`config.mk`:
```
export PLATFORM = sky130hd
export DESIGN_NAME = swdr_top
export DESIGN_NICKNAME = d
export VERILOG_FILES = /design/src/swdr_pkg.sv /design/src/swdr_top.sv
export VERILOG_INCLUDE_DIRS = /design/src
export SDC_FILE = /design/constraint.sdc
export NUM_CORES = 1
export LEC_CHECK = 0
export BUFFER_PORTS_ARGS = -buffer_cell sky130_fd_sc_hd__buf_2
export CORE_MARGIN = 3
export CORE_UTILIZATION = 50
export CTS_CLUSTER_DIAMETER = 150
export DETAILED_ROUTE_END_ITERATION = 12
export HOLD_SLACK_MARGIN = 0.08
export PLACE_DENSITY_LB_ADDON = 0.15
export REMOVE_ABC_BUFFERS = 1
export SYNTH_ARGS = -nofsm -noshare
export SYNTH_HDL_FRONTEND = slang
export SYNTH_SLANG_ARGS = --single-unit
```
`constraint.sdc`:
```
create_clock -name i_clk -period 2.6 [get_ports i_clk]
set_input_delay 0.39 -clock i_clk [delete_from_list [all_inputs] [get_ports i_clk]]
set_output_delay 0.39 -clock i_clk [all_outputs]
set_load 0.005 [all_outputs]
```
`src/swdr_consts.svh`:
```
// Timing constants for the supervisor watchdog reset block
`ifndef SWDR_CONSTS_SVH
`define SWDR_CONSTS_SVH
`define SWDR_CLK_PERIOD_NS     10
`define SWDR_RST_TIMEOUT_MS    10
`define SWDR_WDG_TIMEOUT_MS    3300
// Cycle counts at the 10 ns clock, written out so no 32-bit product overflows
`define SWDR_RST_TIMEOUT_CYC   32'h000F4240
`define SWDR_WDG_TIMEOUT_CYC   32'h13AB6680
`define SWDR_CNT_W             32
`endif

```
`src/swdr_pkg.sv`:
```
// Types for the supervisor watchdog reset block
package swdr_pkg;
    typedef enum logic [1:0] {
        SWDR_ST_HOLD,
        SWDR_ST_TIMEOUT,
        SWDR_ST_RUN
    } swdr_state_t;

    typedef struct packed {
        logic [1:0]  rst_sync;
        logic [1:0]  kick_sync;
        logic [1:0]  mr_sync;
        logic        kick_prev;
        swdr_state_t state;
        logic [31:0] rst_cnt;
        logic [31:0] wdg_cnt;
        logic        reset_n_out;
        logic        reset_out;
        logic        expired;
    } swdr_regs_t;
endpackage

```
`src/swdr_top.sv`:
```
// Supervisor reset generator with watchdog timer
// Functional notes
// - Active-low reset low on supply low, manual reset low, or watchdog expiry.
// - Active-high reset output mirrors the same causes and hold, inverted.
// - After supply recovers, reset stays asserted one full reset timeout.
// - Manual reset low from outside starts a reset.
// - Reset held while manual reset low, then one timeout after release.
// - Watchdog input must toggle within watchdog timeout, else reset triggers.
// - Watchdog count clears on reset, manual reset, and any kick edge.
// - After expiry, reset held exactly one reset timeout, then released.
// - Manual reset synchroniser resets high, so manual reset reads deasserted.
// - Watchdog stops during reset and restarts from zero after release.
// - Kick pulses of 150 ns or more are seen as toggles.
`timescale 1ns/1ps
`include "swdr_consts.svh"

module swdr_top #(
    parameter logic [31:0] RST_TIMEOUT_CYC = `SWDR_RST_TIMEOUT_CYC,
    parameter logic [31:0] WDG_TIMEOUT_CYC = `SWDR_WDG_TIMEOUT_CYC
) (
    input  wire logic i_clk,
    input  wire logic i_arst_n,
    input  wire logic i_supply_low,
    input  wire logic i_manual_reset_n,
    input  wire logic i_watchdog_kick_in,
    output logic      o_reset_n,
    output logic      o_reset,
    output logic      o_wdg_expired
);

    ////////////////////////////////////////////////////////////////////////////////
    // Reset release

    logic [1:0] arst_sync_r;
    logic       rst_n;

    always_ff @(posedge i_clk or negedge i_arst_n) begin
        if (!i_arst_n) begin
            arst_sync_r <= 2'h0;
        end else begin
            arst_sync_r <= {arst_sync_r[0], 1'b1};
        end
    end

    assign rst_n = arst_sync_r[1];

    ////////////////////////////////////////////////////////////////////////////////
    // State

    swdr_pkg::swdr_regs_t q_r;
    swdr_pkg::swdr_regs_t q_nxt;
    logic                 mr_low;
    logic                 kick_edge;
    logic                 cause;

    always_comb begin
        q_nxt = q_r;
        // Kick and manual reset inputs taken into two-stage synchronisers; supply low used directly
        q_nxt.kick_sync = {q_r.kick_sync[0], i_watchdog_kick_in};
        q_nxt.mr_sync   = {q_r.mr_sync[0], i_manual_reset_n};
        q_nxt.kick_prev = q_r.kick_sync[1];
        mr_low    = !q_r.mr_sync[1];
        // 150 ns pulse spans many clock periods, so always caught
        kick_edge = q_r.kick_sync[1] ^ q_r.kick_prev;
        cause     = i_supply_low || mr_low;
        q_nxt.expired = 1'b0;
        case (q_r.state)
            swdr_pkg::SWDR_ST_HOLD: begin
                q_nxt.rst_cnt = 32'h0;
                q_nxt.wdg_cnt = 32'h0;
                if (!cause) begin
                    q_nxt.state = swdr_pkg::SWDR_ST_TIMEOUT;
                end
            end
            swdr_pkg::SWDR_ST_TIMEOUT: begin
                q_nxt.wdg_cnt = 32'h0;
                if (cause) begin
                    q_nxt.state = swdr_pkg::SWDR_ST_HOLD;
                end else if (q_r.rst_cnt >= RST_TIMEOUT_CYC - 32'h1) begin
                    q_nxt.state = swdr_pkg::SWDR_ST_RUN;
                    q_nxt.rst_cnt = 32'h0;
                end else begin
                    q_nxt.rst_cnt = q_r.rst_cnt + 32'h1;
                end
            end
            swdr_pkg::SWDR_ST_RUN: begin
                if (cause) begin
                    q_nxt.state = swdr_pkg::SWDR_ST_HOLD;
                    q_nxt.wdg_cnt = 32'h0;
                end else if (kick_edge) begin
                    q_nxt.wdg_cnt = 32'h0;
                end else if (q_r.wdg_cnt >= WDG_TIMEOUT_CYC - 32'h1) begin
                    q_nxt.state = swdr_pkg::SWDR_ST_TIMEOUT;
                    q_nxt.wdg_cnt = 32'h0;
                    q_nxt.rst_cnt = 32'h0;
                    q_nxt.expired = 1'b1;
                end else begin
                    q_nxt.wdg_cnt = q_r.wdg_cnt + 32'h1;
                end
            end
            default: begin
                q_nxt.state = swdr_pkg::SWDR_ST_HOLD;
            end
        endcase
        q_nxt.reset_n_out = (q_nxt.state == swdr_pkg::SWDR_ST_RUN);
        q_nxt.reset_out   = (q_nxt.state != swdr_pkg::SWDR_ST_RUN);
    end

    always_ff @(posedge i_clk or negedge rst_n) begin
        if (!rst_n) begin
            q_r.rst_sync    <= 2'h0;
            q_r.kick_sync   <= 2'h0;
            q_r.mr_sync     <= 2'h3;
            q_r.kick_prev   <= 1'b0;
            q_r.state       <= swdr_pkg::SWDR_ST_HOLD;
            q_r.rst_cnt     <= 32'h0;
            q_r.wdg_cnt     <= 32'h0;
            q_r.reset_n_out <= 1'b0;
            q_r.reset_out   <= 1'b1;
            q_r.expired     <= 1'b0;
        end else begin
            q_r <= q_nxt;
        end
    end

    assign o_reset_n     = q_r.reset_n_out;
    assign o_reset       = q_r.reset_out;
    assign o_wdg_expired = q_r.expired;

endmodule

```
After elaboration in Yosys (flattened, before gate mapping)
Index checks and enable logic that the tools add are counted.
{"block": "op_classes", "order_cmp": 2, "bitwise_logic": 1, "add_sub_neg": 2, "n_reduce_logical": 5, "eq_ne": 8, "n_mux": 18}
{"operator": "$mux W32", "count": 6}
{"operator": "$pmux W64 S3", "count": 1}
{"operator": "$mux W34", "count": 2}
{"operator": "$add A32 B1 Y32 const B", "count": 2}
{"operator": "$ge A32 B20 Y1 const B", "count": 1}
{"operator": "$ge A32 B29 Y1 const B", "count": 1}
{"operator": "$ne A2 B2 Y1 const B", "count": 5}
{"operator": "$mux W2", "count": 4}
{"operator": "$pmux W2 S3", "count": 1}
{"operator": "$reduce_and A5 Y1", "count": 1}
{"operator": "$eq A2 B2 Y1 const B", "count": 2}
{"operator": "$mux W1", "count": 4}
{"operator": "$reduce_bool A3 Y1", "count": 1}
{"operator": "$eq A2 B1 Y1 const B", "count": 1}
{"operator": "$logic_not A2 Y1", "count": 1}
{"operator": "$logic_not A1 Y1", "count": 1}
{"operator": "$logic_or A1 B1 Y1", "count": 1}
{"operator": "$xor A1 B1 Y1", "count": 1}
{"block": "totals", "register_bits": 76, "in_bits": 5, "out_inout_bits": 3}

Logic depth before layout (Yosys ltp)
{"block": "logic_depth", "word_depth": 6, "ltp_mapped": 10, "depth_no_buf": 8}

Worst setup path after synthesis
No wires, ideal clock.
{"block": "synth_timing", "path_kind": "register -> register", "from": "register q_r[71] in the netlist's numbering", "to": "register q_r[30] in the netlist's numbering", "arrival_time_ns": 2.235, "path_stages_with_launch": 8, "setup_slack_ns": 0.296, "required_ns": 2.531, "period_less_slack_ns": 2.304, "setup_time_ns": 0.069, "path_cell_list": "dfstp_2 -> nand2b_4 -> or2_0 -> or3b_4 -> or3_1 -> buf_2 -> or4_1 -> nand3_1"}
{"block": "synth_between", "elab_chain_cells": 4}
{"item": "start: declaration", "line": "swdr_top.sv:50", "rtl": "swdr_pkg::swdr_regs_t q_r;"}
{"item": "start signal: assignment", "line": "swdr_top.sv:122", "rtl": "q_r <= q_nxt;"}
{"item": "$logic_not A1 Y1", "line": "swdr_top.sv:62", "rtl": "mr_low = !q_r.mr_sync[1];"}
{"item": "$logic_or A1 B1 Y1", "line": "swdr_top.sv:65", "rtl": "cause = i_supply_low || mr_low;"}
{"item": "$mux W32", "line": "swdr_top.sv:87", "rtl": "if (cause) begin"}
{"item": "$pmux W64 S3", "line": "swdr_top.sv:67", "rtl": "case (q_r.state)"}
No other way between the ends.
A chain may end at the register's enable or synchronous reset.

Worst setup path in the final report
{"block": "layout_timing", "from": "register q_r[71] in the netlist's numbering", "to": "register q_r[8] in the netlist's numbering"}
Same word-level chain as after synthesis.

==> implementation parameters <==
Parameter                              Value

Run status
  Result of the run    completed

Critical path
  Crit path buf inv count    1
  Type of destination of the critical path    flip-flop
  Sort of element at the start of the critical path    flip-flop
  Required time at the endpoint of the critical path    between 2 and 3 ns
  Series of cell instances along the critical path    nand2b_4 -> or2_0 -> or3b_4 -> or3_4 -> buf_4 -> or3_1 -> o21ai_0
  Crit path launch    q_r[71]$_DFF_PN1_
  Largest stage delay, worst path    0.56 ns
  FF-to-FF Start    q_r[71]$_DFF_PN1_
  Arrival time at the worst endpoint    2.73 ns
  Start-to-end type of the worst setup path    reg -> reg
  Critical-path cell with the highest stage delay    sky130_fd_sc_hd__dfstp_2
  Worst-path fanout max    18
  Cell family contributing the most delay on the critical path    simple AND/OR/NAND/NOR gates

Final layout
  Number of nets in the layout    463
  End-of-flow core utilization    0.573
  Most frequent standard cell in the layout excluding fill and tap cells    sky130_fd_sc_hd__dfrtp_1
  Most frequent cells in the layout    sky130_fd_sc_hd__dfrtp_1 (72), sky130_fd_sc_hd__nand2_1 (42), sky130_fd_sc_hd__nand3_1 (39)
  Share of post-route cells with drive strength above 1    0.114
  P&R area growth vs syn    10.7%
  Number of diodes    0
  Final Non-Filler Cells    559

Power
  Leak Pwr    1.84 nW
  Total power consumption of the routed design    0.00225 W
  Worst vdd rail ir drop    0.208 mV
  Power density over the cells    504 nW/µm²

Detailed routing
  First-pass DRT Iterations    4
  DRC marker count from the first detailed-route iteration    142
  Number of routed nets with antenna violations    0
  Vias after detailed routing    3360
  Wire length reported by the detailed router    approximately 8500 µm
  # DRC    0
  Via density    6.01
  Average wire per standard cell    15.2 µm

Yosys
  Leading register cell type out of synthesis    sky130_fd_sc_hd__dfrtp_1
  Post-Synthesis Cell Area    4030 µm²
  Warnings, synthesis    0
  Number of distinct library cells after synthesis    58
  Sequential area share after synthesis    0.473
  Synth async-reset ratio    1.00
  Number of synthesized register bits    76
  Mean instance size in the synthesized netlist    9.25 µm²
  Synthesized instance count    435
  Number of flops mapped to enable cells by yosys    0

Timing
  Max-slew violation count    0
  Largest clock skew in the final design    0.0115 ns
  Total count of hold-check failures in the final report    0
  WHS    0.134 ns
  Crit path setup slack, layout    0.129 ns
  Max Clock Freq    405 MHz
  Post-route fraction of the period consumed by the critical path    0.950
  Final setup violating endpoints    0
  Worst slew pin tran    0.953 ns
  Setup repair after global routing missed its margin    false
  Max transition margin    0.365
  Fin crit period    roughly 2.5 ns

Global route
  Vias in the first global route    3078
  First-pass GRT wire length    14400 µm
  Initial antenna violation count    0
  Pin count of the biggest net entering global routing    75
  All-layer global routing usage    0.198
  Grt ovf    0

Clocking
  Clock latency of the later-clocked register in the worst-skew pair    0.35 ns
  Sinks on the clock net    76
  Buffers from clock root to sink, at most    2
  Count of buffers added by post-CTS timing repair for setup    0
  H-tree depth    3
  Number of CTS-inserted buffers    9
  Clock tree from TritonCTS    done
  Clk Tree Root Cell    sky130_fd_sc_hd__clkbuf_8
  Clock input transition at the sequential cells of the worst setup and hold paths    0.08 ns

Die
  Die span in x    95.7 µm
  Overall die area    roughly 9200 µm²
  Core Footprint    slightly below 8000 µm²
  Num rows    32
  Boundary Pins    8
  Vertical die dimension    95.7 µm
  Effective utilization at floorplan    0.518

Run
  Reported max-cap violation count    0

Min path
  Path category of the worst min-delay check    in -> reg
  Start point of the worst min-delay path    i_manual_reset_n

Placement
  Port bufs    7
  Placed cell count    542
  Worst setup slack after placement    slightly above 0.05 ns
  Routability-driven placement congestion ratio    0.828
  Post-detail-place hpwl    between 5000 and 6000 µm
-- area by class of cell --
type | count | area [µm²]
clock inverters | 6 | 63.8
fillers | 707 | 3310
inverters | 12 | 45.0
clock buffers | 10 | 138
well taps | 102 | 128
multi-input cells | 331 | 2010
flip-flops and latches | 76 | 1910
repair buffers | 22 | 163
-- sequential cells by signal, summed over array words and instances (netlist names) --
name	cells
q_r	68
q_nxt	3
arst_sync_r	2
o_reset	1
o_reset_n	1
o_wdg_expired	1
-- cell families (layout without fill, tap and decap cells) --
group,count (synthesis),count (layout),share of synthesized area
adders and majority gates,7,7,0.0211
other,1,1,0.000932
AOI/OAI and AO/OA,112,112,0.190
xor gates and xnor gates,1,1,0.00218
and+or+nand+nor,209,209,0.281
buffers and inverters,28,50,0.0289
muxes,1,1,0.00249
DFF,76,76,0.473
-- per-stage QoR --
step,TNS [ns],area (µm²)
floorplan,-3.00,3950
global placement,0,4240
detailed placement,0,4240
CTS,0,4450
global route,0,4450
finish,0,4450
-- cell usage after synthesis, types with 11 or more instances --
cell                       count  area, µm²
sky130_fd_sc_hd__nand3_1      39        195
sky130_fd_sc_hd__nor2_1       29        109
sky130_fd_sc_hd__nand4_1      13       81.3
sky130_fd_sc_hd__clkbuf_1     12       45.0
sky130_fd_sc_hd__nor4_1       11       68.8
sky130_fd_sc_hd__and3_1       13       81.3
sky130_fd_sc_hd__or3_1        15       93.8
sky130_fd_sc_hd__a21oi_1      19       95.1
sky130_fd_sc_hd__inv_1        12       45.0
sky130_fd_sc_hd__o31ai_1      13       97.6
sky130_fd_sc_hd__nand2_1      42        158
sky130_fd_sc_hd__dfrtp_1      73       1830
sky130_fd_sc_hd__o21ai_0      23        115
sky130_fd_sc_hd__a31oi_1      12       75.1
-- per-layer routing --
| metal | GRT usage | share of wire | wire (µm) | vias up |
|---|---|---|---|---|
| met5 | 0 | 0 | 0 | - |
| met4 | 0.0746 | 0.0065 | 55 | 0 |
| met2 | 0.293 | 0.46 | 3870 | 44 |
| met3 | 0.0289 | 0.031 | 259 | 4 |
| li1 | - | - | - | 1674 |
| met1 | 0.295 | 0.51 | 4300 | 1638 |
-- power by group --
group	total, W	switching [W]	internal [W]
registers	0.00122	0.0000281	0.00119
clock network	0.000914	0.000447	0.000468
logic	0.000112	0.0000707	0.0000417
total	0.00225	0.000546	0.00170
-- final timing paths --
kind | to | slack [ns] | depth (start not counted)
worst max-delay path | q_r[8]$_DFFE_PN0P_ | 0.13 | 7
worst min-delay path | q_nxt[71]$_DFF_PN1_ | 0.13 | 1
worst max register to register | q_r[8]$_DFFE_PN0P_ | 0.13 | 7
worst min register to register | arst_sync_r[1]$_DFF_PN0_ | 0.36 | 0
max in group asynchronous | q_r[68]$_DFF_PN0_ | 1.49 | 0
min in group asynchronous | arst_sync_r[1]$_DFF_PN0_ | 0.34 | 2
-- what timing repair did --
item | 4_1_cts | 5_1_grt
hold buffers | 1 | 0
endpoints found under the hold margin | 2 | 0
gates resized for setup | 0 | 1
endpoints found under the setup margin | 0 | 11
(Power assumes the default switching activity.)
